--- config.mk ---
export PLATFORM = sky130hd
export DESIGN_NAME = xpe_encoder
export DESIGN_NICKNAME = d
export VERILOG_FILES = /design/src/xpe_pkg.sv /design/src/xpe_pkt_if.sv /design/src/xpe_pick.sv /design/src/xpe_encoder.sv
export VERILOG_INCLUDE_DIRS = /design/src
export SDC_FILE = /design/constraint.sdc
export NUM_CORES = 1
export LEC_CHECK = 0
export ABC_CLOCK_PERIOD_IN_PS = 8900
export BUFFER_PORTS_ARGS = -buffer_cell sky130_fd_sc_hd__clkbuf_2
export CAP_MARGIN = 20
export CORE_MARGIN = 1
export CORE_UTILIZATION = 54
export CTS_CLUSTER_SIZE = 28
export DETAILED_ROUTE_END_ITERATION = 8
export PLACE_DENSITY = 0.86
export SLEW_MARGIN = 0
export SYNTH_ARGS = -nofsm -noshare
export SYNTH_HDL_FRONTEND = slang
export SYNTH_SLANG_ARGS = --single-unit
export TNS_END_PERCENT = 1
--- constraint.sdc ---
create_clock -name clk -period 8.9 [get_ports clk]
set_input_delay 1.335 -clock clk [delete_from_list [all_inputs] [get_ports clk]]
set_output_delay 1.335 -clock clk [all_outputs]
set_load 0.005 [all_outputs]
--- src/xpe_map.svh ---
// Byte patterns, lengths and code sets of the exception packet encoder.
`ifndef XPE_MAP_SVH
`define XPE_MAP_SVH

`define XPE_HDR_EXC        8'h06
`define XPE_HDR_EXACT      6'h24
`define XPE_HDR_SHORT_WIDE 8'h95
`define XPE_HDR_SHORT_NARR 8'h96
`define XPE_HDR_W32_WIDE   8'h9a
`define XPE_HDR_W32_NARR   8'h9b

`define XPE_SEL_HIST0      2'h0
`define XPE_SEL_HIST1      2'h1
`define XPE_SEL_HIST2      2'h2

`define XPE_ELEM_EXC       2'h1
`define XPE_ELEM_TGT_EXC   2'h2
`define XPE_KIND_FAIL      5'h18
`define XPE_KIND_OK_MASK   32'h00ffdcdf

`define XPE_LEN_EXACT      3'h3
`define XPE_LEN_SHORT1     3'h4
`define XPE_LEN_SHORT2     3'h5
`define XPE_LEN_W32        3'h7
`define XPE_BYTES          7

`endif

--- src/xpe_pkg.sv ---
// Types and code checks shared by the exception packet encoder.
`include "xpe_map.svh"
package xpe_pkg;

	typedef logic [1:0]  xpe_elem_t;
	typedef logic [4:0]  xpe_kind_t;
	typedef logic [31:0] xpe_addr_t;
	typedef logic [7:0]  xpe_byte_t;
	typedef logic [2:0]  xpe_len_t;

	typedef enum logic [1:0] {
		xpe_st_idle = 2'b01,
		xpe_st_send = 2'b10
	} xpe_state_t;

	function automatic logic xpe_kind_ok(input xpe_kind_t k);
		logic [31:0] m;
		m = `XPE_KIND_OK_MASK;
		return m[k];
	endfunction : xpe_kind_ok

	function automatic logic xpe_elem_ok(input xpe_elem_t e);
		return (e == `XPE_ELEM_EXC) || (e == `XPE_ELEM_TGT_EXC);
	endfunction : xpe_elem_ok

endpackage : xpe_pkg

--- src/xpe_pkt_if.sv ---
// Carrier between the encoder's request inputs and the variant picker.
`timescale 1ns/1ps
`include "xpe_map.svh"
interface xpe_pkt_if;
	import xpe_pkg::*;

	logic      narrow;
	xpe_elem_t elem;
	xpe_kind_t kind;
	xpe_addr_t addr;
	xpe_addr_t hist0;
	xpe_addr_t hist1;
	xpe_addr_t hist2;
	xpe_byte_t pkt [`XPE_BYTES];
	xpe_len_t  len;

	modport pick (
		input  narrow, elem, kind, addr, hist0, hist1, hist2,
		output pkt, len
	);
	modport use_side (
		output narrow, elem, kind, addr, hist0, hist1, hist2,
		input  pkt, len
	);
endinterface : xpe_pkt_if

--- src/xpe_pick.sv ---
// Chooses the shortest exception packet variant and lays out its bytes.
`timescale 1ns/1ps
`include "xpe_map.svh"
module xpe_pick (
	// Request in, packet bytes out.
	xpe_pkt_if.pick p
);
	import xpe_pkg::*;

	xpe_addr_t a;
	logic      more;

	always_comb begin
		// Dropped return address bits are forced to zero.
		if (p.narrow) begin
			a = {p.addr[31:1], 1'b0};
		end else begin
			a = {p.addr[31:2], 2'b00};
		end
		more = 1'b0;
		for (int i = 0; i < `XPE_BYTES; i++) begin
			p.pkt[i] = 8'h00;
		end
		p.pkt[0] = `XPE_HDR_EXC;
		p.pkt[1] = {1'b0, p.elem[1], p.kind, p.elem[0]};
		p.len    = `XPE_LEN_W32;
		if (a == p.hist0) begin
			p.pkt[2] = {`XPE_HDR_EXACT, `XPE_SEL_HIST0};
			p.len    = `XPE_LEN_EXACT;
		end else if (a == p.hist1) begin
			p.pkt[2] = {`XPE_HDR_EXACT, `XPE_SEL_HIST1};
			p.len    = `XPE_LEN_EXACT;
		end else if (a == p.hist2) begin
			p.pkt[2] = {`XPE_HDR_EXACT, `XPE_SEL_HIST2};
			p.len    = `XPE_LEN_EXACT;
		end else if (p.narrow) begin
			if (a[31:16] == p.hist0[31:16]) begin
				more     = (a[15:8] != p.hist0[15:8]);
				p.pkt[2] = `XPE_HDR_SHORT_NARR;
				p.pkt[3] = {more, a[7:1]};
				p.pkt[4] = a[15:8];
				p.len    = more ? `XPE_LEN_SHORT2 : `XPE_LEN_SHORT1;
			end else begin
				p.pkt[2] = `XPE_HDR_W32_NARR;
				p.pkt[3] = {1'b0, a[7:1]};
				p.pkt[4] = a[15:8];
				p.pkt[5] = a[23:16];
				p.pkt[6] = a[31:24];
			end
		end else begin
			if (a[31:17] == p.hist0[31:17]) begin
				more     = (a[16:9] != p.hist0[16:9]);
				p.pkt[2] = `XPE_HDR_SHORT_WIDE;
				p.pkt[3] = {more, a[8:2]};
				p.pkt[4] = a[16:9];
				p.len    = more ? `XPE_LEN_SHORT2 : `XPE_LEN_SHORT1;
			end else begin
				p.pkt[2] = `XPE_HDR_W32_WIDE;
				p.pkt[3] = {1'b0, a[8:2]};
				p.pkt[4] = {1'b0, a[15:9]};
				p.pkt[5] = a[23:16];
				p.pkt[6] = a[31:24];
			end
		end
	end

endmodule : xpe_pick

--- src/xpe_encoder.sv ---
// Exception trace packet encoder: takes requests, streams packet bytes.
`timescale 1ns/1ps
`include "xpe_map.svh"
// How it works
// - Exact-match third byte holds fixed header in bits 7:2, entry select below.
// - Select code 00, 01, 10 names history entry 0, 1, 2.
// - Second byte: bit7 zero, selector high bit, five-bit kind, selector low bit.
// - Selector 01 is a lone exception; 10 is target address then exception.
// - Reserved selector or kind values are never emitted; such requests are refused.
// - Only the listed exception kind codes are accepted.
// - Kind 11000 is refused here; failures use another packet.
// - Wide short form: header 95, continuation byte with bits 8:2, optional 16:9.
// - Narrow short form: header 96, continuation byte with bits 7:1, optional 15:8.
// - Continuation flag is one when another address byte follows, else zero.
// - Wide 32-bit form: header 9a, then 8:2, 15:9, 23:16, 31:24.
// - Narrow 32-bit form: header 9b, then 7:1, 15:8, 23:16, 31:24.
// - Wide return address bits 1:0 are zero and never sent.
// - Narrow return address bit 0 is zero and never sent.
// - Sent bits replace low bits of history entry 0; upper bits kept.
// - Every packet starts with header byte 06.
module xpe_encoder (
	// Clock and reset.
	input  wire logic           clk,
	input  wire logic           rst,
	// Exception request.
	input  wire logic           req_valid,
	output logic                req_ready,
	input  wire logic           req_narrow,
	input  wire xpe_pkg::xpe_elem_t req_elem,
	input  wire xpe_pkg::xpe_kind_t req_kind,
	input  wire xpe_pkg::xpe_addr_t req_addr,
	output logic                req_reject,
	// Address history entries.
	input  wire xpe_pkg::xpe_addr_t hist0,
	input  wire xpe_pkg::xpe_addr_t hist1,
	input  wire xpe_pkg::xpe_addr_t hist2,
	// Byte stream toward the trace analyzer.
	output logic                byte_valid,
	input  wire logic           byte_ready,
	output xpe_pkg::xpe_byte_t  byte_data,
	output logic                byte_last
);
	import xpe_pkg::*;

	xpe_pkt_if  pif ();
	xpe_state_t state_reg;
	xpe_byte_t  pkt_reg [`XPE_BYTES];
	xpe_len_t   len_reg;
	xpe_len_t   idx_reg;
	logic       req_ready_reg;
	logic       req_reject_reg;
	logic       byte_valid_reg;
	logic       byte_last_reg;
	xpe_byte_t  byte_data_reg;
	logic       take;
	logic       good;
	logic       step;
	logic       at_end;

	assign pif.narrow = req_narrow;
	assign pif.elem   = req_elem;
	assign pif.kind   = req_kind;
	assign pif.addr   = req_addr;
	assign pif.hist0  = hist0;
	assign pif.hist1  = hist1;
	assign pif.hist2  = hist2;

	xpe_pick u_pick (
		.p (pif.pick)
	);

	// A request is taken only while no packet is in flight.
	assign take   = req_valid && req_ready_reg;
	assign good   = xpe_kind_ok(req_kind) && xpe_elem_ok(req_elem);
	assign step   = byte_valid_reg && byte_ready;
	assign at_end = (idx_reg == len_reg - 3'h1);

	always_ff @(posedge clk) begin
		if (rst) begin
			state_reg <= xpe_st_idle;
		end else begin
			case (state_reg)
				xpe_st_idle: begin
					if (take && good) begin
						state_reg <= xpe_st_send;
					end
				end
				xpe_st_send: begin
					if (step && at_end) begin
						state_reg <= xpe_st_idle;
					end
				end
				default: begin
					state_reg <= xpe_st_idle;
				end
			endcase
		end
	end

	// The packet is frozen at acceptance so history changes cannot tear it.
	always_ff @(posedge clk) begin
		if (rst) begin
			len_reg <= `XPE_LEN_EXACT;
			for (int i = 0; i < `XPE_BYTES; i++) begin
				pkt_reg[i] <= 8'h00;
			end
		end else if (take && good) begin
			len_reg <= pif.len;
			for (int i = 0; i < `XPE_BYTES; i++) begin
				pkt_reg[i] <= pif.pkt[i];
			end
		end
	end

	always_ff @(posedge clk) begin
		if (rst) begin
			req_ready_reg  <= 1'b1;
			req_reject_reg <= 1'b0;
		end else begin
			req_reject_reg <= take && !good;
			if (take && good) begin
				req_ready_reg <= 1'b0;
			end else if (step && at_end) begin
				req_ready_reg <= 1'b1;
			end
		end
	end

	always_ff @(posedge clk) begin
		if (rst) begin
			idx_reg        <= 3'h0;
			byte_valid_reg <= 1'b0;
			byte_data_reg  <= 8'h00;
			byte_last_reg  <= 1'b0;
		end else if (take && good) begin
			idx_reg        <= 3'h0;
			byte_valid_reg <= 1'b1;
			byte_data_reg  <= pif.pkt[0];
			byte_last_reg  <= 1'b0;
		end else if (step) begin
			if (at_end) begin
				byte_valid_reg <= 1'b0;
				byte_last_reg  <= 1'b0;
			end else begin
				idx_reg       <= idx_reg + 3'h1;
				byte_data_reg <= pkt_reg[idx_reg + 3'h1];
				byte_last_reg <= (idx_reg + 3'h2 == len_reg);
			end
		end
	end

	assign req_ready  = req_ready_reg;
	assign req_reject = req_reject_reg;
	assign byte_valid = byte_valid_reg;
	assign byte_data  = byte_data_reg;
	assign byte_last  = byte_last_reg;

	hdr_first_a: assert property (@(posedge clk) disable iff (rst)
		take && good |=> byte_valid && byte_data == `XPE_HDR_EXC
			&& idx_reg == 3'h0)
		else $error("first byte is not the exception header");

	sel_byte_a: assert property (@(posedge clk) disable iff (rst)
		byte_valid && idx_reg == 3'h1 |-> !byte_data[7])
		else $error("selector byte has bit 7 set");

	legal_codes_a: assert property (@(posedge clk) disable iff (rst)
		byte_valid && idx_reg == 3'h1 |-> xpe_kind_ok(byte_data[5:1])
			&& byte_data[5:1] != `XPE_KIND_FAIL
			&& xpe_elem_ok({byte_data[6], byte_data[0]}))
		else $error("reserved selector or kind emitted");

	exact_end_a: assert property (@(posedge clk) disable iff (rst)
		byte_valid && idx_reg == 3'h2 && byte_data[7:2] == `XPE_HDR_EXACT
			|-> byte_last && byte_data[1:0] != 2'h3)
		else $error("exact match packet not closed at third byte");

	short_cont_a: assert property (@(posedge clk) disable iff (rst)
		byte_valid && idx_reg == 3'h3
			&& (pkt_reg[2] == `XPE_HDR_SHORT_WIDE
			|| pkt_reg[2] == `XPE_HDR_SHORT_NARR)
			|-> byte_data[7] == !byte_last)
		else $error("continuation flag disagrees with packet end");

	wide32_pad_a: assert property (@(posedge clk) disable iff (rst)
		byte_valid && pkt_reg[2] == `XPE_HDR_W32_WIDE
			&& (idx_reg == 3'h3 || idx_reg == 3'h4) |-> !byte_data[7])
		else $error("wide 32-bit address byte has bit 7 set");

	refuse_a: assert property (@(posedge clk) disable iff (rst)
		take && req_kind == `XPE_KIND_FAIL
			|=> req_reject && !byte_valid && req_ready)
		else $error("failure kind was not refused");

	// Checked on the frozen packet so a stalled analyzer cannot hide it.
	exact_hit_a: assert property (@(posedge clk) disable iff (rst)
		take && good && !req_narrow
			&& {req_addr[31:2], 2'b00} == hist0
			|=> pkt_reg[2] == {`XPE_HDR_EXACT, `XPE_SEL_HIST0}
			&& len_reg == `XPE_LEN_EXACT)
		else $error("entry 0 match not encoded by reference");

	hold_a: assert property (@(posedge clk) disable iff (rst)
		byte_valid && !byte_ready |=> byte_valid && $stable(byte_data))
		else $error("byte changed while stalled");

	// Refusals may follow each other every cycle, so only the cause is checked.
	reject_pulse_a: assert property (@(posedge clk) disable iff (rst)
		req_reject |-> $past(take && !good))
		else $error("refusal pulse without a refused request");

	busy_hold_a: assert property (@(posedge clk) disable iff (rst)
		byte_valid |-> !req_ready)
		else $error("request could be taken while a packet is in flight");

	last_pos_a: assert property (@(posedge clk) disable iff (rst)
		byte_valid && byte_last |-> idx_reg == len_reg - 3'h1)
		else $error("last flag not on the final byte");

	narrow32_pad_a: assert property (@(posedge clk) disable iff (rst)
		byte_valid && pkt_reg[2] == `XPE_HDR_W32_NARR
			&& idx_reg == 3'h3 |-> !byte_data[7])
		else $error("narrow 32-bit first address byte has bit 7 set");

	short_len_a: assert property (@(posedge clk) disable iff (rst)
		byte_valid && idx_reg == 3'h2
			&& (pkt_reg[2] == `XPE_HDR_SHORT_WIDE
			|| pkt_reg[2] == `XPE_HDR_SHORT_NARR)
			|-> len_reg == `XPE_LEN_SHORT1 || len_reg == `XPE_LEN_SHORT2)
		else $error("short packet has the wrong length");

endmodule : xpe_encoder

==> flow_metrics.tcl <==
set metrics [dict create \
    cts_made_buffers 9 \
    regArea_um2 1670 \
    arrival_ps 3620 \
    setup_viol 0 \
    ys_ff_latch 62 \
    n_antenna_cell 0 \
    p_leak_uw 0.00226 \
    max-vdd-ir-drop_v 0.000124 \
    tightest_slew_ps 978 \
    drc_errors 0 \
    place_ws_ps 5130 \
    grt_pass1_wl_um 18000 \
    wirelength_um 12000 \
    syn-num-nets 555 \
    drive_gt1_frac 0.315 \
    maxCapViolCount 0 \
    ys_seq_area_frac 0.405 \
    antenna_found_initial 0 \
    area_growth_pct 23.6 \
    synthCells 413 \
    ant_nets 0 \
    critPathMaxFanout 26 \
    timing.fmax_mhz 281 \
    largest_reg_flops 44 \
    utilization 0.697 \
    multiInputGateArea_um2 2280 \
    post_cts_buffers 0 \
    grt_pass1_vias 3646 \
    cts-root-buf "clkbuf_8" \
    rows 31 \
    gr-usage-all-layers 0.315 \
    core_area_um2 7330 \
    ctsHoldBuffers 0 \
    syn_avg_cell_area_um2 10.0 \
    final_cell_mix "clkbuf_2 (150), xor2_1 (83), edfxtp_1 (43), nor2_1 (32), mux2i_1 (27)" \
    yosys_warnings 0 \
    endpoint_kind "flip-flop" \
    drt_first_pass_iters 5 \
    die_w_um 89.5 \
    viasPerCell 5.75 \
    cp-start-kind "primary input" \
    slew_violations 0 \
    cts_tree "yes" \
    finalCritPeriodShare 0.400 \
    grt_max_degree 57 \
    hold_class "reg -> reg" \
    max_slew_margin 0.344 \
    fillers 541 \
    die_area_um2 8000 \
    fin_skew_ps 7.09 \
    die_y_um 89.5 \
    synth_area_um2 4130 \
    initial_core_util 0.564 \
    criticalPathCategory "in -> reg" \
    vias 3784 \
    clk_latency_ps 350 \
    outcome "complete, no violations" \
    top_level_ports 152 \
    hold_viol_final 0 \
    clock-sinks 62 \
    layout_commonest_cell "clkbuf_2" \
    port_buffers 150 \
    required_ps 8960 \
    p_per_area_nw_per_um2 147 \
    tns_ps 0 \
    overflow 0 \
    cts_repair_resize_count 0 \
    routedWlPerCell_um 18.2 \
    layout_setup_ws_ps 5340 \
    max-clock-path-buffers 2 \
    htree_num_levels 3 \
    hpwl_um 9180 \
    place_congestion 0.934 \
    cts.clk_slew.worst_paths_ps 70 \
    fin_nets 696 \
    period_minus_slack_ps 3560 \
    hold_slack_ps 475 \
    rsz0062_at_grt "no" \
    drt_iter0_drc 269 \
    ys_types 43 \
]
-- worst max-delay path, cell delays in order --
cell and delay (ps):
clkbuf_2 160, xor2_1 170, nor4_1 530, nand4_1 250, or2_2 370, o2111ai_4 640, nor2_1 160
-- routing by layer --
metal  track usage  vias up  share of wire
li1              -     1751              -
met1         0.349     1755           0.37
met2         0.536      218           0.50
met3        0.0637       60          0.069
met4         0.229        0          0.060
met5             0        -              0
-- power breakdown --
group	switching (uW)	internal [uW]
sequential	10.3	329
combinational	78.2	63.2
clock	115	155
total	203	548
-- cells in the mapped netlist --
cell type  instances  area share
xor2_1            83        0.18
edfxtp_1          43        0.31
nor2_1            32       0.029
mux2i_1           27       0.065
nand2_1           24       0.022
nor4_1            22       0.033
dfxtp_1           19       0.092
xnor2_1           18       0.038
a21oi_1           16       0.019
inv_1             14       0.013
o21ai_0           14       0.017
and3_1            10       0.015
clkbuf_1          10      0.0091
and2_1             9       0.014
nand3_1            8      0.0097
nor3b_1            8       0.015
o211ai_1           8       0.015
buf_6              5       0.014
nand4_1            5      0.0076
a311oi_1           3      0.0064
a31oi_1            3      0.0045
buf_2              3      0.0036
nor3_1             3      0.0036
buf_1              2      0.0018
clkbuf_2           2      0.0024
ha_1               2      0.0061
mux4_2             2       0.011
nand3b_1           2      0.0036
or4_4              2      0.0055
a2111oi_2          1      0.0036
a211oi_1           1      0.0018
a21boi_0           1      0.0018
a22oi_1            1      0.0018
a31o_2             1      0.0021
nor2b_1            1      0.0015
nor4bb_1           1      0.0024
o2111ai_4          1      0.0064
o21ai_2            1      0.0021
o21bai_1           1      0.0018
o311ai_0           1      0.0021
or2_2              1      0.0015
or4_1              1      0.0018
xnor3_1            1      0.0055
-- per-stage QoR --
step	total power (uW)	cell area (um2)	instances
after floorplan	420	4130	413
after global placement	478	4890	641
after detailed placement	484	4890	641
after CTS	750	5100	657
after global routing	778	5110	658
final	751	5110	658
-- cell families after synthesis --
logic type,share of synthesized area
and+or+nand+nor,0.165
DFF,0.405
buffers and inverters,0.0433
adders and majority gates,0.00606
AOI/OAI and AO/OA,0.0854
muxes,0.0763
xor gates and xnor gates,0.220
-- final cells by class --
class / instances / area share
Tap cell: 99 / 0.0243
Multi-Input combinational cell: 315 / 0.447
Sequential cell: 62 / 0.327
Timing Repair Buffer: 152 / 0.150
Inverter: 14 / 0.0103
Clock buffer: 9 / 0.0243
Clock inverter: 7 / 0.0174
-- final timing paths --
path	end	slack, ps	cells past startpoint	startpoint
worst max-delay path	pkt_reg[3][5]$_SDFFCE_PP0P_	5340	7	req_addr[31]
worst min-delay path	byte_data[5]$_SDFFE_PP0P_	480	2	byte_data[5]$_SDFFE_PP0P_
worst max register to register	byte_data[6]$_SDFFE_PP0P_	5950	7	idx_reg[0]$_SDFFE_PP0P_
worst min register to register	byte_data[5]$_SDFFE_PP0P_	480	2	byte_data[5]$_SDFFE_PP0P_
Power figures use the tool's default switching activity.
